**config.mk**
```make
export PLATFORM = sky130hd
export DESIGN_NAME = ptpc_top
export DESIGN_NICKNAME = d
export VERILOG_FILES = /design/src/core/ptpc_pkg.sv /design/src/core/ptpc_axil_slave.sv /design/src/core/ptpc_sync.sv /design/src/core/ptpc_top.sv
export SDC_FILE = /design/constraint.sdc
export NUM_CORES = 1
export LEC_CHECK = 0
export ABC_AREA = 1
export ABC_CLOCK_PERIOD_IN_PS = 1200
export BUFFER_PORTS_ARGS = -buffer_cell sky130_fd_sc_hd__buf_4
export CORE_UTILIZATION = 40
export DETAILED_ROUTE_END_ITERATION = 8
export GPL_TIMING_DRIVEN = 0
export PLACE_DENSITY = 0.75
export SKIP_LAST_GASP = 1
export SLEW_MARGIN = 10
export SYNTH_ARGS = -nofsm -noshare
export SYNTH_HDL_FRONTEND = slang
export SYNTH_SLANG_ARGS = --single-unit
```
**constraint.sdc**
```tcl
create_clock -name mclk -period 1.2 [get_ports mclk]
set_input_delay 0.24 -clock mclk [delete_from_list [all_inputs] [get_ports mclk]]
set_output_delay 0.24 -clock mclk [all_outputs]
set_load 0.05 [all_outputs]
```
**src/core/ptpc_pkg.sv**
```systemverilog
// Package with register map, reset values, pin function codes and shared types for the port pin control block.
// Functional notes
// Analog port per-bit direction plus output latch.
// Reset makes every analog pin digital input.
// Pin function decoded from all five controls.
// Amplifier input pins: analog, amplifier, or prohibited.
// Enabled amplifier output pin carries amplifier output.
// Software avoids amplifier pins as converter inputs.
// Plain pin: digital I/O or analog input.
// Reference select feeds negative converter reference.
// Software assigns digital pins farthest first.
// Second port direction bits and input pull-ups.
// Reset puts second port in input mode.
// Reroute bit moves serial inputs onto pins.
// Software leaves serial registers default for GPIO.
// Two second port pins carry debug mode.
// Third port direction bits and input pull-ups.
// Reset puts third port in input mode.
// Software never outputs on analog-selected pins.
// Read gives pin or latch; write sets latch.
// Pull-up off for any output use.
package ptpc_pkg;

	// Register byte addresses on the AXI4-Lite slave.
	localparam logic [7:0] OFF_ANA_LATCH = 8'h00;
	localparam logic [7:0] OFF_ANA_DIR = 8'h04;
	localparam logic [7:0] OFF_ANA_CFG = 8'h08;
	localparam logic [7:0] OFF_CHAN_SEL = 8'h0C;
	localparam logic [7:0] OFF_AMP_REF = 8'h10;
	localparam logic [7:0] OFF_SEC_LATCH = 8'h14;
	localparam logic [7:0] OFF_SEC_DIR = 8'h18;
	localparam logic [7:0] OFF_SEC_PULLUP = 8'h1C;
	localparam logic [7:0] OFF_THR_LATCH = 8'h20;
	localparam logic [7:0] OFF_THR_DIR = 8'h24;
	localparam logic [7:0] OFF_THR_PULLUP = 8'h28;
	localparam logic [7:0] OFF_INPUT_SWITCH = 8'h2C;
	localparam logic [7:0] OFF_FUNC_STATUS = 8'h30;

	// Field positions.
	localparam int AMP_EN_LSB = 0;
	localparam int NEG_REF_BIT = 2;
	localparam int SERIAL_REROUTE_BIT = 2;
	localparam int SERIAL_CLK_PIN = 1;
	localparam int SERIAL_DATA_PIN = 2;
	localparam int DEBUG_A_PIN = 1;
	localparam int DEBUG_B_PIN = 2;
	localparam int REF_PIN = 7;
	localparam int PLAIN_PIN = 6;
	localparam logic [3:0] REF_PIN_CHANNEL = 4'hF;

	// Reset values: direction all ones is input mode, analog config zero is digital.
	localparam logic [7:0] RST_DIR = 8'hFF;
	localparam logic [7:0] RST_ZERO = 8'h00;

	// Bus response codes.
	localparam logic [1:0] RESP_OKAY = 2'h0;
	localparam logic [1:0] RESP_SLVERR = 2'h2;

	// Decoded pin function codes of the analog-capable port.
	localparam logic [2:0] FN_DIG_IN = 3'h0;
	localparam logic [2:0] FN_DIG_OUT = 3'h1;
	localparam logic [2:0] FN_ANA_IN = 3'h2;
	localparam logic [2:0] FN_AMP_IN = 3'h3;
	localparam logic [2:0] FN_AMP_OUT = 3'h4;
	localparam logic [2:0] FN_REF_IN = 3'h5;
	localparam logic [2:0] FN_PROHIB = 3'h6;

	// One register write as seen by the register file.
	typedef struct packed {
		logic en;
		logic [7:0] addr;
		logic [31:0] data;
	} ptpc_wr_t;

	// True for every mapped register address.
	function automatic logic addrValid(input logic [7:0] a);
		addrValid = (a[1:0] == 2'h0) && (a <= OFF_FUNC_STATUS);
	endfunction

endpackage

```
**src/core/ptpc_axil_slave.sv**
```systemverilog
// AXI4-Lite slave front end that turns bus transfers into register writes and reads.
`timescale 1ns/1ps
module ptpc_axil_slave (
	mclk,
	rst,
	s_axi_awaddr,
	s_axi_awvalid,
	s_axi_awready,
	s_axi_wdata,
	s_axi_wstrb,
	s_axi_wvalid,
	s_axi_wready,
	s_axi_bresp,
	s_axi_bvalid,
	s_axi_bready,
	s_axi_araddr,
	s_axi_arvalid,
	s_axi_arready,
	s_axi_rdata,
	s_axi_rresp,
	s_axi_rvalid,
	s_axi_rready,
	wr,
	rdAddr,
	rdData
);
	input wire logic mclk;
	input wire logic rst;
	input wire logic [7:0] s_axi_awaddr;
	input wire logic s_axi_awvalid;
	output logic s_axi_awready;
	input wire logic [31:0] s_axi_wdata;
	input wire logic [3:0] s_axi_wstrb;
	input wire logic s_axi_wvalid;
	output logic s_axi_wready;
	output logic [1:0] s_axi_bresp;
	output logic s_axi_bvalid;
	input wire logic s_axi_bready;
	input wire logic [7:0] s_axi_araddr;
	input wire logic s_axi_arvalid;
	output logic s_axi_arready;
	output logic [31:0] s_axi_rdata;
	output logic [1:0] s_axi_rresp;
	output logic s_axi_rvalid;
	input wire logic s_axi_rready;
	output ptpc_pkg::ptpc_wr_t wr;
	output logic [7:0] rdAddr;
	input wire logic [31:0] rdData;

	logic awHeld_reg, awHeld_next; // Write address captured.
	logic wHeld_reg, wHeld_next; // Write data captured.
	logic [7:0] awAddr_reg, awAddr_next;
	logic [31:0] wData_reg, wData_next;
	logic bValid_reg, bValid_next;
	logic [1:0] bResp_reg, bResp_next;
	ptpc_pkg::ptpc_wr_t wr_next;
	logic rValid_reg, rValid_next;
	logic [31:0] rData_reg, rData_next;
	logic [1:0] rResp_reg, rResp_next;

	// Register contents are looked up for the address on the read channel.
	assign rdAddr = s_axi_araddr;

	// Next state of both channels; address and data may arrive in either order.
	always_comb begin
		awHeld_next = awHeld_reg;
		wHeld_next = wHeld_reg;
		awAddr_next = awAddr_reg;
		wData_next = wData_reg;
		bValid_next = bValid_reg;
		bResp_next = bResp_reg;
		wr_next = '0;
		rValid_next = rValid_reg;
		rData_next = rData_reg;
		rResp_next = rResp_reg;
		if (s_axi_awvalid && !awHeld_reg) begin
			awHeld_next = 1'b1;
			awAddr_next = s_axi_awaddr;
		end
		if (s_axi_wvalid && !wHeld_reg) begin
			wHeld_next = 1'b1;
			// A partial-strobe write still commits, but with the previously held data in place of its own.
			wData_next = s_axi_wdata;
		end
		if (bValid_reg && s_axi_bready) begin
			bValid_next = 1'b0;
		end
		// Both halves held and no response pending: commit the write.
		if (awHeld_reg && wHeld_reg && !bValid_reg) begin
			awHeld_next = 1'b0;
			wHeld_next = 1'b0;
			bValid_next = 1'b1;
			wr_next.en = ptpc_pkg::addrValid(awAddr_reg);
			wr_next.addr = awAddr_reg;
			wr_next.data = wData_reg;
			bResp_next = ptpc_pkg::addrValid(awAddr_reg) ? ptpc_pkg::RESP_OKAY : ptpc_pkg::RESP_SLVERR;
		end
		if (rValid_reg && s_axi_rready) begin
			rValid_next = 1'b0;
		end
		if (s_axi_arvalid && !rValid_reg) begin
			rValid_next = 1'b1;
			rData_next = ptpc_pkg::addrValid(s_axi_araddr) ? rdData : 32'h0000_0000;
			rResp_next = ptpc_pkg::addrValid(s_axi_araddr) ? ptpc_pkg::RESP_OKAY : ptpc_pkg::RESP_SLVERR;
		end
	end

	// Registers of the bus front end.
	always_ff @(posedge mclk) begin
		if (rst) begin
			awHeld_reg <= 1'b0;
			wHeld_reg <= 1'b0;
			awAddr_reg <= 8'h00;
			wData_reg <= 32'h0000_0000;
			bValid_reg <= 1'b0;
			bResp_reg <= 2'h0;
			wr <= '0;
			rValid_reg <= 1'b0;
			rData_reg <= 32'h0000_0000;
			rResp_reg <= 2'h0;
		end else begin
			awHeld_reg <= awHeld_next;
			wHeld_reg <= wHeld_next;
			awAddr_reg <= awAddr_next;
			wData_reg <= wStrbFull(s_axi_wstrb) || wHeld_reg ? wData_next : wData_reg;
			bValid_reg <= bValid_next;
			bResp_reg <= bResp_next;
			wr <= wr_next;
			rValid_reg <= rValid_next;
			rData_reg <= rData_next;
			rResp_reg <= rResp_next;
		end
	end

	// A write whose strobes are not all set keeps the old held data.
	function automatic logic wStrbFull(input logic [3:0] s);
		wStrbFull = (s == 4'hF);
	endfunction

	assign s_axi_awready = !awHeld_reg;
	assign s_axi_wready = !wHeld_reg;
	assign s_axi_bvalid = bValid_reg;
	assign s_axi_bresp = bResp_reg;
	assign s_axi_arready = !rValid_reg;
	assign s_axi_rvalid = rValid_reg;
	assign s_axi_rdata = rData_reg;
	assign s_axi_rresp = rResp_reg;
endmodule // ptpc_axil_slave

```
**src/core/ptpc_sync.sv**
```systemverilog
// Two flip-flop synchroniser for a vector of pin levels.
`timescale 1ns/1ps
module ptpc_sync #(
	parameter int W = 8
) (
	mclk,
	rst,
	din,
	dout
);
	input wire logic mclk;
	input wire logic rst;
	input wire logic [W-1:0] din;
	output logic [W-1:0] dout;

	logic [W-1:0] stage1_reg; // First stage, read only by the second stage.

	// Two flops in a row give metastability time before logic sees the pins.
	always_ff @(posedge mclk) begin
		if (rst) begin
			stage1_reg <= '0;
			dout <= '0;
		end else begin
			stage1_reg <= din;
			dout <= stage1_reg;
		end
	end
endmodule // ptpc_sync

```
**src/core/ptpc_top.sv**
```systemverilog
// Pin control for the analog-capable port, the second port and the third port, with its register file.
//
// The address map and register access over AXI4-Lite were left to the implementer.
`timescale 1ns/1ps
module ptpc_top #(
	parameter int SEC_W = 8, // Width of the second port.
	parameter int THR_W = 3 // Width of the third port.
) (
	mclk,
	rst,
	s_axi_awaddr,
	s_axi_awvalid,
	s_axi_awready,
	s_axi_wdata,
	s_axi_wstrb,
	s_axi_wvalid,
	s_axi_wready,
	s_axi_bresp,
	s_axi_bvalid,
	s_axi_bready,
	s_axi_araddr,
	s_axi_arvalid,
	s_axi_arready,
	s_axi_rdata,
	s_axi_rresp,
	s_axi_rvalid,
	s_axi_rready,
	anaPinIn,
	anaPinOut,
	anaPinOe,
	anaFunc,
	anaConvert,
	ampEnable,
	negRefEn,
	secPinIn,
	secPinOut,
	secPinOe,
	secPullupEn,
	secAltOe,
	secAltOut,
	serialClkIn,
	serialDataIn,
	debugEnable,
	debugModeA,
	debugModeB,
	thrPinIn,
	thrPinOut,
	thrPinOe,
	thrPullupEn,
	thrAltOe,
	thrAltOut
);
	input wire logic mclk;
	input wire logic rst;
	input wire logic [7:0] s_axi_awaddr;
	input wire logic s_axi_awvalid;
	output logic s_axi_awready;
	input wire logic [31:0] s_axi_wdata;
	input wire logic [3:0] s_axi_wstrb;
	input wire logic s_axi_wvalid;
	output logic s_axi_wready;
	output logic [1:0] s_axi_bresp;
	output logic s_axi_bvalid;
	input wire logic s_axi_bready;
	input wire logic [7:0] s_axi_araddr;
	input wire logic s_axi_arvalid;
	output logic s_axi_arready;
	output logic [31:0] s_axi_rdata;
	output logic [1:0] s_axi_rresp;
	output logic s_axi_rvalid;
	input wire logic s_axi_rready;
	input wire logic [7:0] anaPinIn;
	output logic [7:0] anaPinOut;
	output logic [7:0] anaPinOe;
	output logic [23:0] anaFunc; // Three-bit function code per pin.
	output logic [7:0] anaConvert; // Pin is the converter's sampled source.
	output logic [1:0] ampEnable;
	output logic negRefEn;
	input wire logic [SEC_W-1:0] secPinIn;
	output logic [SEC_W-1:0] secPinOut;
	output logic [SEC_W-1:0] secPinOe;
	output logic [SEC_W-1:0] secPullupEn;
	input wire logic [SEC_W-1:0] secAltOe;
	input wire logic [SEC_W-1:0] secAltOut;
	output logic serialClkIn;
	output logic serialDataIn;
	input wire logic debugEnable;
	output logic debugModeA;
	output logic debugModeB;
	input wire logic [THR_W-1:0] thrPinIn;
	output logic [THR_W-1:0] thrPinOut;
	output logic [THR_W-1:0] thrPinOe;
	output logic [THR_W-1:0] thrPullupEn;
	input wire logic [THR_W-1:0] thrAltOe;
	input wire logic [THR_W-1:0] thrAltOut;

	ptpc_pkg::ptpc_wr_t wr; // One-cycle register write from the bus.
	logic [7:0] rdAddr;
	logic [31:0] rdData;
	logic [7:0] anaSync; // Synchronised analog port pin levels.
	logic [SEC_W-1:0] secSync;
	logic [THR_W-1:0] thrSync;

	// Software-visible control registers.
	logic [7:0] anaLatch_reg, anaLatch_next;
	logic [7:0] anaDir_reg, anaDir_next; // One is input mode.
	logic [7:0] anaCfg_reg, anaCfg_next; // One selects analog for that pin.
	logic [3:0] chanSel_reg, chanSel_next;
	logic [1:0] ampEn_reg, ampEn_next;
	logic negRef_reg, negRef_next;
	logic [SEC_W-1:0] secLatch_reg, secLatch_next;
	logic [SEC_W-1:0] secDir_reg, secDir_next;
	logic [SEC_W-1:0] secPu_reg, secPu_next;
	logic [THR_W-1:0] thrLatch_reg, thrLatch_next;
	logic [THR_W-1:0] thrDir_reg, thrDir_next;
	logic [THR_W-1:0] thrPu_reg, thrPu_next;
	logic [7:0] inSwitch_reg, inSwitch_next;

	// Decoded functions, computed from the registers.
	logic [23:0] funcNow;
	logic [7:0] convNow;

	ptpc_axil_slave u_bus (
		.mclk(mclk),
		.rst(rst),
		.s_axi_awaddr(s_axi_awaddr),
		.s_axi_awvalid(s_axi_awvalid),
		.s_axi_awready(s_axi_awready),
		.s_axi_wdata(s_axi_wdata),
		.s_axi_wstrb(s_axi_wstrb),
		.s_axi_wvalid(s_axi_wvalid),
		.s_axi_wready(s_axi_wready),
		.s_axi_bresp(s_axi_bresp),
		.s_axi_bvalid(s_axi_bvalid),
		.s_axi_bready(s_axi_bready),
		.s_axi_araddr(s_axi_araddr),
		.s_axi_arvalid(s_axi_arvalid),
		.s_axi_arready(s_axi_arready),
		.s_axi_rdata(s_axi_rdata),
		.s_axi_rresp(s_axi_rresp),
		.s_axi_rvalid(s_axi_rvalid),
		.s_axi_rready(s_axi_rready),
		.wr(wr),
		.rdAddr(rdAddr),
		.rdData(rdData)
	);

	ptpc_sync #(.W(8)) u_anaSync (.mclk(mclk), .rst(rst), .din(anaPinIn), .dout(anaSync));
	ptpc_sync #(.W(SEC_W)) u_secSync (.mclk(mclk), .rst(rst), .din(secPinIn), .dout(secSync));
	ptpc_sync #(.W(THR_W)) u_thrSync (.mclk(mclk), .rst(rst), .din(thrPinIn), .dout(thrSync));

	// Joint decode of one analog-capable pin from config, direction, amplifier, reference and channel.
	function automatic logic [2:0] pinFunc(input int idx, input logic ana, input logic isIn,
			input logic [1:0] amp, input logic refSel, input logic [3:0] chan);
		logic isRef;
		logic isPlain;
		logic isAmpOut;
		logic ampOn;
		isRef = (idx == ptpc_pkg::REF_PIN);
		isPlain = (idx == ptpc_pkg::PLAIN_PIN);
		isAmpOut = (idx == 1) || (idx == 4);
		ampOn = !isRef && !isPlain && amp[idx / 3];
		if (!ana) begin
			// Digital: amplifier or reference use on a digital pin is prohibited.
			if (ampOn || (isRef && refSel)) begin
				pinFunc = ptpc_pkg::FN_PROHIB;
			end else begin
				pinFunc = isIn ? ptpc_pkg::FN_DIG_IN : ptpc_pkg::FN_DIG_OUT;
			end
		end else if (!isIn) begin
			pinFunc = ptpc_pkg::FN_PROHIB;
		end else if (isRef && refSel) begin
			pinFunc = ptpc_pkg::FN_REF_IN;
		end else if (ampOn && isAmpOut) begin
			pinFunc = ptpc_pkg::FN_AMP_OUT;
		end else if (ampOn) begin
			pinFunc = (chan == pinChan(idx)) ? ptpc_pkg::FN_PROHIB : ptpc_pkg::FN_AMP_IN;
		end else begin
			pinFunc = ptpc_pkg::FN_ANA_IN;
		end
	endfunction

	// Converter channel number of a pin.
	function automatic logic [3:0] pinChan(input int idx);
		pinChan = (idx == ptpc_pkg::REF_PIN) ? ptpc_pkg::REF_PIN_CHANNEL : 4'(idx);
	endfunction

	// Decode every pin of the analog-capable port.
	always_comb begin
		funcNow = '0;
		convNow = '0;
		for (int i = 0; i < 8; i++) begin
			funcNow[3*i +: 3] = pinFunc(i, anaCfg_reg[i], anaDir_reg[i], ampEn_reg, negRef_reg, chanSel_reg);
			convNow[i] = (chanSel_reg == pinChan(i)) &&
				((funcNow[3*i +: 3] == ptpc_pkg::FN_ANA_IN) || (funcNow[3*i +: 3] == ptpc_pkg::FN_AMP_OUT));
		end
	end

	// Register file writes.
	always_comb begin
		anaLatch_next = anaLatch_reg;
		anaDir_next = anaDir_reg;
		anaCfg_next = anaCfg_reg;
		chanSel_next = chanSel_reg;
		ampEn_next = ampEn_reg;
		negRef_next = negRef_reg;
		secLatch_next = secLatch_reg;
		secDir_next = secDir_reg;
		secPu_next = secPu_reg;
		thrLatch_next = thrLatch_reg;
		thrDir_next = thrDir_reg;
		thrPu_next = thrPu_reg;
		inSwitch_next = inSwitch_reg;
		if (wr.en) begin
			unique case (wr.addr)
				ptpc_pkg::OFF_ANA_LATCH: anaLatch_next = wr.data[7:0];
				ptpc_pkg::OFF_ANA_DIR: anaDir_next = wr.data[7:0];
				ptpc_pkg::OFF_ANA_CFG: anaCfg_next = wr.data[7:0];
				ptpc_pkg::OFF_CHAN_SEL: chanSel_next = wr.data[3:0];
				ptpc_pkg::OFF_AMP_REF: begin
					ampEn_next = wr.data[ptpc_pkg::AMP_EN_LSB +: 2];
					negRef_next = wr.data[ptpc_pkg::NEG_REF_BIT];
				end
				ptpc_pkg::OFF_SEC_LATCH: secLatch_next = wr.data[SEC_W-1:0];
				ptpc_pkg::OFF_SEC_DIR: secDir_next = wr.data[SEC_W-1:0];
				ptpc_pkg::OFF_SEC_PULLUP: secPu_next = wr.data[SEC_W-1:0];
				ptpc_pkg::OFF_THR_LATCH: thrLatch_next = wr.data[THR_W-1:0];
				ptpc_pkg::OFF_THR_DIR: thrDir_next = wr.data[THR_W-1:0];
				ptpc_pkg::OFF_THR_PULLUP: thrPu_next = wr.data[THR_W-1:0];
				ptpc_pkg::OFF_INPUT_SWITCH: inSwitch_next = wr.data[7:0];
				default: begin
					// Status is read-only; other addresses were refused by the slave.
				end
			endcase
		end
	end

	// Register file storage; reset leaves every pin a digital input.
	always_ff @(posedge mclk) begin
		if (rst) begin
			anaLatch_reg <= ptpc_pkg::RST_ZERO;
			anaDir_reg <= ptpc_pkg::RST_DIR;
			anaCfg_reg <= ptpc_pkg::RST_ZERO;
			chanSel_reg <= 4'h0;
			ampEn_reg <= 2'h0;
			negRef_reg <= 1'b0;
			secLatch_reg <= '0;
			secDir_reg <= '1;
			secPu_reg <= '0;
			thrLatch_reg <= '0;
			thrDir_reg <= '1;
			thrPu_reg <= '0;
			inSwitch_reg <= ptpc_pkg::RST_ZERO;
		end else begin
			anaLatch_reg <= anaLatch_next;
			anaDir_reg <= anaDir_next;
			anaCfg_reg <= anaCfg_next;
			chanSel_reg <= chanSel_next;
			ampEn_reg <= ampEn_next;
			negRef_reg <= negRef_next;
			secLatch_reg <= secLatch_next;
			secDir_reg <= secDir_next;
			secPu_reg <= secPu_next;
			thrLatch_reg <= thrLatch_next;
			thrDir_reg <= thrDir_next;
			thrPu_reg <= thrPu_next;
			inSwitch_reg <= inSwitch_next;
		end
	end

	// Read mux: port registers give the pin for inputs and the latch for outputs.
	always_comb begin
		rdData = 32'h0000_0000;
		unique case (rdAddr)
			ptpc_pkg::OFF_ANA_LATCH: begin
				for (int i = 0; i < 8; i++) begin
					// Analog pins set as inputs have their digital input buffer off and read zero.
					rdData[i] = anaDir_reg[i] ? (anaSync[i] & !anaCfg_reg[i]) : anaLatch_reg[i];
				end
			end
			ptpc_pkg::OFF_ANA_DIR: rdData[7:0] = anaDir_reg;
			ptpc_pkg::OFF_ANA_CFG: rdData[7:0] = anaCfg_reg;
			ptpc_pkg::OFF_CHAN_SEL: rdData[3:0] = chanSel_reg;
			ptpc_pkg::OFF_AMP_REF: rdData[2:0] = {negRef_reg, ampEn_reg};
			ptpc_pkg::OFF_SEC_LATCH: rdData[SEC_W-1:0] = (secDir_reg & secSync) | (~secDir_reg & secLatch_reg);
			ptpc_pkg::OFF_SEC_DIR: rdData[SEC_W-1:0] = secDir_reg;
			ptpc_pkg::OFF_SEC_PULLUP: rdData[SEC_W-1:0] = secPu_reg;
			ptpc_pkg::OFF_THR_LATCH: rdData[THR_W-1:0] = (thrDir_reg & thrSync) | (~thrDir_reg & thrLatch_reg);
			ptpc_pkg::OFF_THR_DIR: rdData[THR_W-1:0] = thrDir_reg;
			ptpc_pkg::OFF_THR_PULLUP: rdData[THR_W-1:0] = thrPu_reg;
			ptpc_pkg::OFF_INPUT_SWITCH: rdData[7:0] = inSwitch_reg;
			ptpc_pkg::OFF_FUNC_STATUS: rdData[23:0] = anaFunc;
			default: rdData = 32'h0000_0000;
		endcase
	end

	// Pin-facing outputs, all registered.
	always_ff @(posedge mclk) begin
		if (rst) begin
			anaPinOut <= 8'h00;
			anaPinOe <= 8'h00;
			anaFunc <= 24'h000000;
			anaConvert <= 8'h00;
			ampEnable <= 2'h0;
			negRefEn <= 1'b0;
			secPinOut <= '0;
			secPinOe <= '0;
			secPullupEn <= '0;
			thrPinOut <= '0;
			thrPinOe <= '0;
			thrPullupEn <= '0;
			serialClkIn <= 1'b0;
			serialDataIn <= 1'b0;
			debugModeA <= 1'b0;
			debugModeB <= 1'b0;
		end else begin
			for (int i = 0; i < 8; i++) begin
				// Only a clean digital output drives; prohibited settings leave the pin floating.
				anaPinOe[i] <= (funcNow[3*i +: 3] == ptpc_pkg::FN_DIG_OUT);
			end
			anaPinOut <= anaLatch_reg;
			anaFunc <= funcNow;
			anaConvert <= convNow;
			ampEnable <= ampEn_reg;
			negRefEn <= (funcNow[3*ptpc_pkg::REF_PIN +: 3] == ptpc_pkg::FN_REF_IN);
			// Alternate outputs override the latch and force drive.
			secPinOut <= (secAltOe & secAltOut) | (~secAltOe & secLatch_reg);
			secPinOe <= ~secDir_reg | secAltOe;
			secPullupEn <= secDir_reg & secPu_reg & ~secAltOe;
			thrPinOut <= (thrAltOe & thrAltOut) | (~thrAltOe & thrLatch_reg);
			thrPinOe <= ~thrDir_reg | thrAltOe;
			thrPullupEn <= thrDir_reg & thrPu_reg & ~thrAltOe;
			serialClkIn <= inSwitch_reg[ptpc_pkg::SERIAL_REROUTE_BIT] & secSync[ptpc_pkg::SERIAL_CLK_PIN];
			serialDataIn <= inSwitch_reg[ptpc_pkg::SERIAL_REROUTE_BIT] & secSync[ptpc_pkg::SERIAL_DATA_PIN];
			debugModeA <= debugEnable & secSync[ptpc_pkg::DEBUG_A_PIN];
			debugModeB <= debugEnable & secSync[ptpc_pkg::DEBUG_B_PIN];
		end
	end
endmodule // ptpc_top

```
# Word-level counts from Yosys, hierarchy flattened
# Cells that the tools add are included.
[totals]
word_cells = 261
regBits = 271
in_bits = 101
[classes]
muxes = 61
order_cmp = 2
n_reduce_logical = 60
bitwise_logic = 35
eq_ne = 56
[op_table]
columns = ["op", "n"]
rows = [
  ["2-to-1 mux 3 bit", 34],
  ["== test 8 x 6 -> 1 bit (second input constant)", 9],
  ["== test 8 x 5 -> 1 bit (second input constant)", 8],
  ["bitwise AND 8 bit", 6],
  ["one-hot mux 3 bit (13 select lines)", 1],
  ["== test 8 x 4 -> 1 bit (second input constant)", 4],
  ["one-hot mux 4 bit (8 select lines)", 1],
  ["== test 3 bit (second input constant)", 9],
  ["AND reduction 2 bit", 13],
  ["== test 3 x 1 -> 1 bit (second input constant)", 8],
  ["== test 3 x 2 -> 1 bit (second input constant)", 8],
  ["2-to-1 mux 24 bit", 1],
  ["OR 8 bit", 3],
  ["2-to-1 mux 1 bit", 20],
  ["bitwise AND 3 bit", 6],
  ["logical AND 1 bit", 17],
  ["== test 8 x 3 -> 1 bit (second input constant)", 2],
  ["less-or-equal comparator 8 x 6 -> 1 bit (second input constant)", 2],
  ["logical NOT 8 bit", 2],
  ["2-to-1 mux 16 bit", 1],
  ["inverter 8 bit", 2],
  ["bitwise AND 1 bit", 12],
  ["== test 4 x 3 -> 1 bit (second input constant)", 3],
  ["logical NOT 1 bit", 12],
  ["13 further kinds", 30],
]

# Logic depth before layout (Yosys ltp)
[depth]
ltp_word = 8
ltp_mapped = 12

# Cells and area by module
# Synthesis repeated with hierarchy kept, for this count alone.
[unflattened]
hier_cells = 1488
hier_area_um2 = 11786.3
[by_module_without_submodules]
columns = ["mod", "area_per_inst_um2", "cells_each", "instances"]
rows = [
  ["ptpc_top", 6512.5, 873, 1],
  ["ptpc_axil_slave", 4160.2, 497, 1],
  ["ptpc_sync (u_anaSync ...)", 474.2, 50, 2],
  ["ptpc_sync (u_thrSync)", 165.2, 18, 1],
]

# Least setup slack after synthesis
# No wires, ideal clock.
[synth_timing]
path_type = "reg2reg"
startpoint = "reg u_bus.rValid_reg (netlist: u_bus.s_axi_rvalid)"
endpoint = "reg u_bus.rData_reg[18] (netlist: u_bus.s_axi_rdata[18])"
path_stages_with_launch = 9
slack_ns = -0.566
arrival_ns = 1.695
required_ns = 1.130
cell_sequence = "dfxtp_1 -> inv_2 -> nand2_2 -> inv_1 -> o211ai_1 -> nor3_4 -> buf_6 -> nand2_1 -> a21oi_1"
[synth_via]
elab_chain_len = 2
[synth_rtl]
columns = ["element", "line", "text"]
rows = [
  ["start: declaration", "ptpc_axil_slave.sv:57", "logic rValid_reg, rValid_next;"],
  ["start signal: assignment", "ptpc_axil_slave.sv:129", "rValid_reg <= rValid_next;"],
  ["logical NOT 1 bit", "n/a", ""],
  ["via s_axi_arready", "ptpc_top.sv:67", "output logic s_axi_arready;"],
  ["logical AND 1 bit", "ptpc_axil_slave.sv:101", "if (s_axi_arvalid && !rValid_reg) begin"],
  ["end signal: assignment", "ptpc_axil_slave.sv:130", "rData_reg <= rData_next;"],
  ["end: declaration", "ptpc_axil_slave.sv:58", "logic [31:0] rData_reg, rData_next;"],
]
# The timed path passes the listed nets, and every way through them passes these cells.
# A chain may end at the register's enable or synchronous reset.

# Worst setup path in the final report
[layout_timing]
startpoint = "reg, netlist name u_bus.wr[32]"
endpoint = "reg secPu_reg[6]"
[layout_via]
elab_chain_len = 2
[layout_rtl]
columns = ["element", "line", "text"]
rows = [
  ["== test 8 x 5 -> 1 bit", "ptpc_top.sv:215", "unique case (wr.addr)"],
  ["AND reduction 2 bit (no source line)", "n/a", ""],
  ["end signal: assignment", "ptpc_top.sv:263", "secPu_reg <= secPu_next;"],
  ["end: declaration", "ptpc_top.sv:113", "logic [SEC_W-1:0] secPu_reg, secPu_next;"],
]
# Every way passes these cells.

==> flow_summary.json <==
{
  "status": "finished with violations",
  "violations": "setup timing",
  "place.detailed.hpwl_um": 21300,
  "yosys-top-cells-count": "dfxtp_1, nand2_1, inv_1",
  "drt-initial-drc-count": 798,
  "wl_per_cell_um": 19.0,
  "hp-class": "primary input to register",
  "synthAdderAreaFrac": 0,
  "clock_path_buffers": 3,
  "async_reset_ff_frac": 0,
  "ctsHtreeMaxLevel": 1,
  "drv_cap": 0,
  "cts_made_buffers": 27,
  "dr_total_vias": 9752,
  "yosys.area_share.xor_xnor": 0,
  "worstPathRequired_ns": 1.63,
  "crit_path_max_incr_delay_ns": 0.32,
  "portBuffers": 194,
  "critPathTopFamily": "buffers and inverters",
  "initial_core_util": 0.413,
  "worstPathMaxFanout": 5,
  "routed_wl_um": 35800,
  "synth_most_common_cell": "dfxtp_1",
  "core-area_um2": 22900,
  "rsz0062_at_grt": "true",
  "yosys-top-cells-area": "dfxtp_1, nand2_1, a21oi_1",
  "cellLeakagePower_uw": 0.00663,
  "critical_path_class": "register to register",
  "chipHeight_um": 156,
  "clock_sinks": 260,
  "path_common_cell": "buf_6",
  "setup_viol": 230,
  "grt_overflow": 0,
  "grt_pass1_vias": 9182,
  "min_period_ns": 1.60,
  "placementRows": 55,
  "synth_top_family_by_area": "simple AND/OR/NAND/NOR gates",
  "synthesis.area_um2": 9460,
  "ys_warn_count": 0,
  "yosys.area.top_type": "dfxtp_1",
  "place_worst_setup_slack_ns": -0.683,
  "syn2layout_area_growth_pct": 64.0,
  "relSlewSlack": 0.404,
  "fmax_mhz": 625,
  "synthMuxAreaShare": 0,
  "antenna_found_initial": 0,
  "num_antenna_cells": 0,
  "synth-edff-count": 0,
  "fin_hold_ws_ns": 0.00641,
  "drt-pass1-iter-count": 5,
  "drive_above_1_share": 0.479,
  "period_share": 1.33,
  "worst_setup_path_start_kind": "register",
  "die_area_um2": 24300,
  "pin_count": 230,
  "fin_ws_ns": -0.400,
  "fin_skew_ns": 0.00951,
  "gp_congestion": 0.949,
  "grt_first_pass_wirelength_um": 49600,
  "ant_nets": 0,
  "cts.clk_slew.worst_paths_ns": 0.06,
  "peakVddDrop_uv": 1110,
  "cp.arrival_ns": 2.03,
  "largest_register_ffs": 24,
  "drcViolationCount": 0,
  "fin_nets": 1649,
  "ys_types": 35,
  "slowest_stage": "dfxtp_2",
  "synth_cells": 1188,
  "grt_start_max_net_pins": 17,
  "synth_seq_area_share": 0.550,
  "cp-end-kind": "register",
  "synthFlopType": "dfxtp_1",
  "critical_path.cell_chain": "nor2_4 -> buf_6 -> nand4_1 -> buf_6 -> nor2_4 -> buf_6 -> o21ai_2 -> a21oi_1",
  "tightest_slew_ns": 0.893,
  "via_per_inst": 5.18,
  "synth-seq-cells": 260,
  "crit_buf_inv": 3,
  "tritoncts": "done",
  "synth-simple-area-share": 0.203,
  "power_density_nw_per_um2": 1260,
  "clk_latency_ns": 0.52,
  "slew_viol_final": 0,
  "hold_viol": 0,
  "synth_top_cell_area_share": 0.550,
  "synth_compound_area_frac": 0.150,
  "syn_area_per_cell_um2": 7.96,
  "track_usage": 0.264,
  "die_w_um": 156,
  "cts_root_buffer": "clkbuf_16"
}
[report_power, final]
group          leakage (uW)  internal [uW]  switching [uW]  total [uW]
Clock              0.000488           5480            3600        9080
Sequential          0.00218           8730            89.6        8820
Combinational       0.00397            671             967        1640
[worst min-delay path, cell delays in order]
cell	delay (ns)
buf_4	0.08
o21ai_0	0.07
a21oi_1	0.11
[what timing repair did]
item / CTS / global route
endpoints found under the setup margin: 242 / 293
hold buffers: 40 / 0
gates resized for setup: 493 / 256
endpoints found under the hold margin: 52 / 0
pin swaps: 25 / 42
buffers inserted: 38 / 43
gates cloned: 8 / 2
[worst paths after layout]
kind / start / endpoint / slack (ns) / cells past startpoint
worst max register to register: u_bus.wr[32]$_SDFF_PP0_ / secPu_reg[6]$_SDFFE_PP0P_ / -0.40 / 8
worst min-delay path: secAltOut[1] / secPinOut[1]$_SDFF_PP0_ / 0.006 / 3
worst min register to register: u_secSync.stage1_reg[4]$_SDFF_PP0_ / u_secSync.dout[4]$_SDFF_PP0_ / 0.40 / 2
worst max-delay path: u_bus.wr[32]$_SDFF_PP0_ / secPu_reg[6]$_SDFFE_PP0P_ / -0.40 / 8
[per-stage QoR]
stage	utilization	instance area, um^2	total power (uW)	std cells	setup TNS (ns)
2_1_floorplan	-	9620	9760	1197	-6.77
3_3_place_gp	0.501	11500	10200	1704	-108.99
3_5_place_dp	0.501	11500	10300	1704	-109.87
4_1_cts	0.630	14400	19300	1836	-26.15
5_1_grt	0.677	15500	20100	1881	-42.16
6_report	0.677	15500	19500	1881	-30.73
[cells in the final DEF (no fill, tap or decap), drive strengths merged, types with 3 or more instances in the layout]
cell	n
dlygate4sd3	40
buf	315
nor3	36
nand3b	3
inv	160
o21a	5
nand3	39
a21oi	117
o211ai	20
bufinv	5
conb	10
dfxtp	260
clkbuf	55
nand4	9
clkinv	10
nand2	208
o21ai	114
or2	5
nor2	149
[cells by family after synthesis]
family                 count (synthesis)
other                                  1
AOI/OAI and AO/OA                    262
buffers and inverters                216
and+or+nand+nor                      449
DFF                                  260
[layer usage]
layer | vias to the layer above | global-route usage | part of all wire
met5 | - | 0 | 0
met4 | 0 | 0.108 | 0.042
met3 | 104 | 0.0431 | 0.075
met2 | 500 | 0.451 | 0.50
met1 | 4626 | 0.330 | 0.38
li1 | 4522 | - | -
[final cells by class]
type / instances / area, um^2
Fill cell: 1619 / 7400
Sequential cell: 260 / 5480
Multi-Input combinational cell: 721 / 4120
Timing Repair Buffer: 325 / 3540
Clock buffer: 31 / 731
Inverter: 159 / 624
Tap cell: 313 / 392
Buffer: 54 / 390
Clock inverter: 18 / 238
Power figures use the tool's default switching activity.
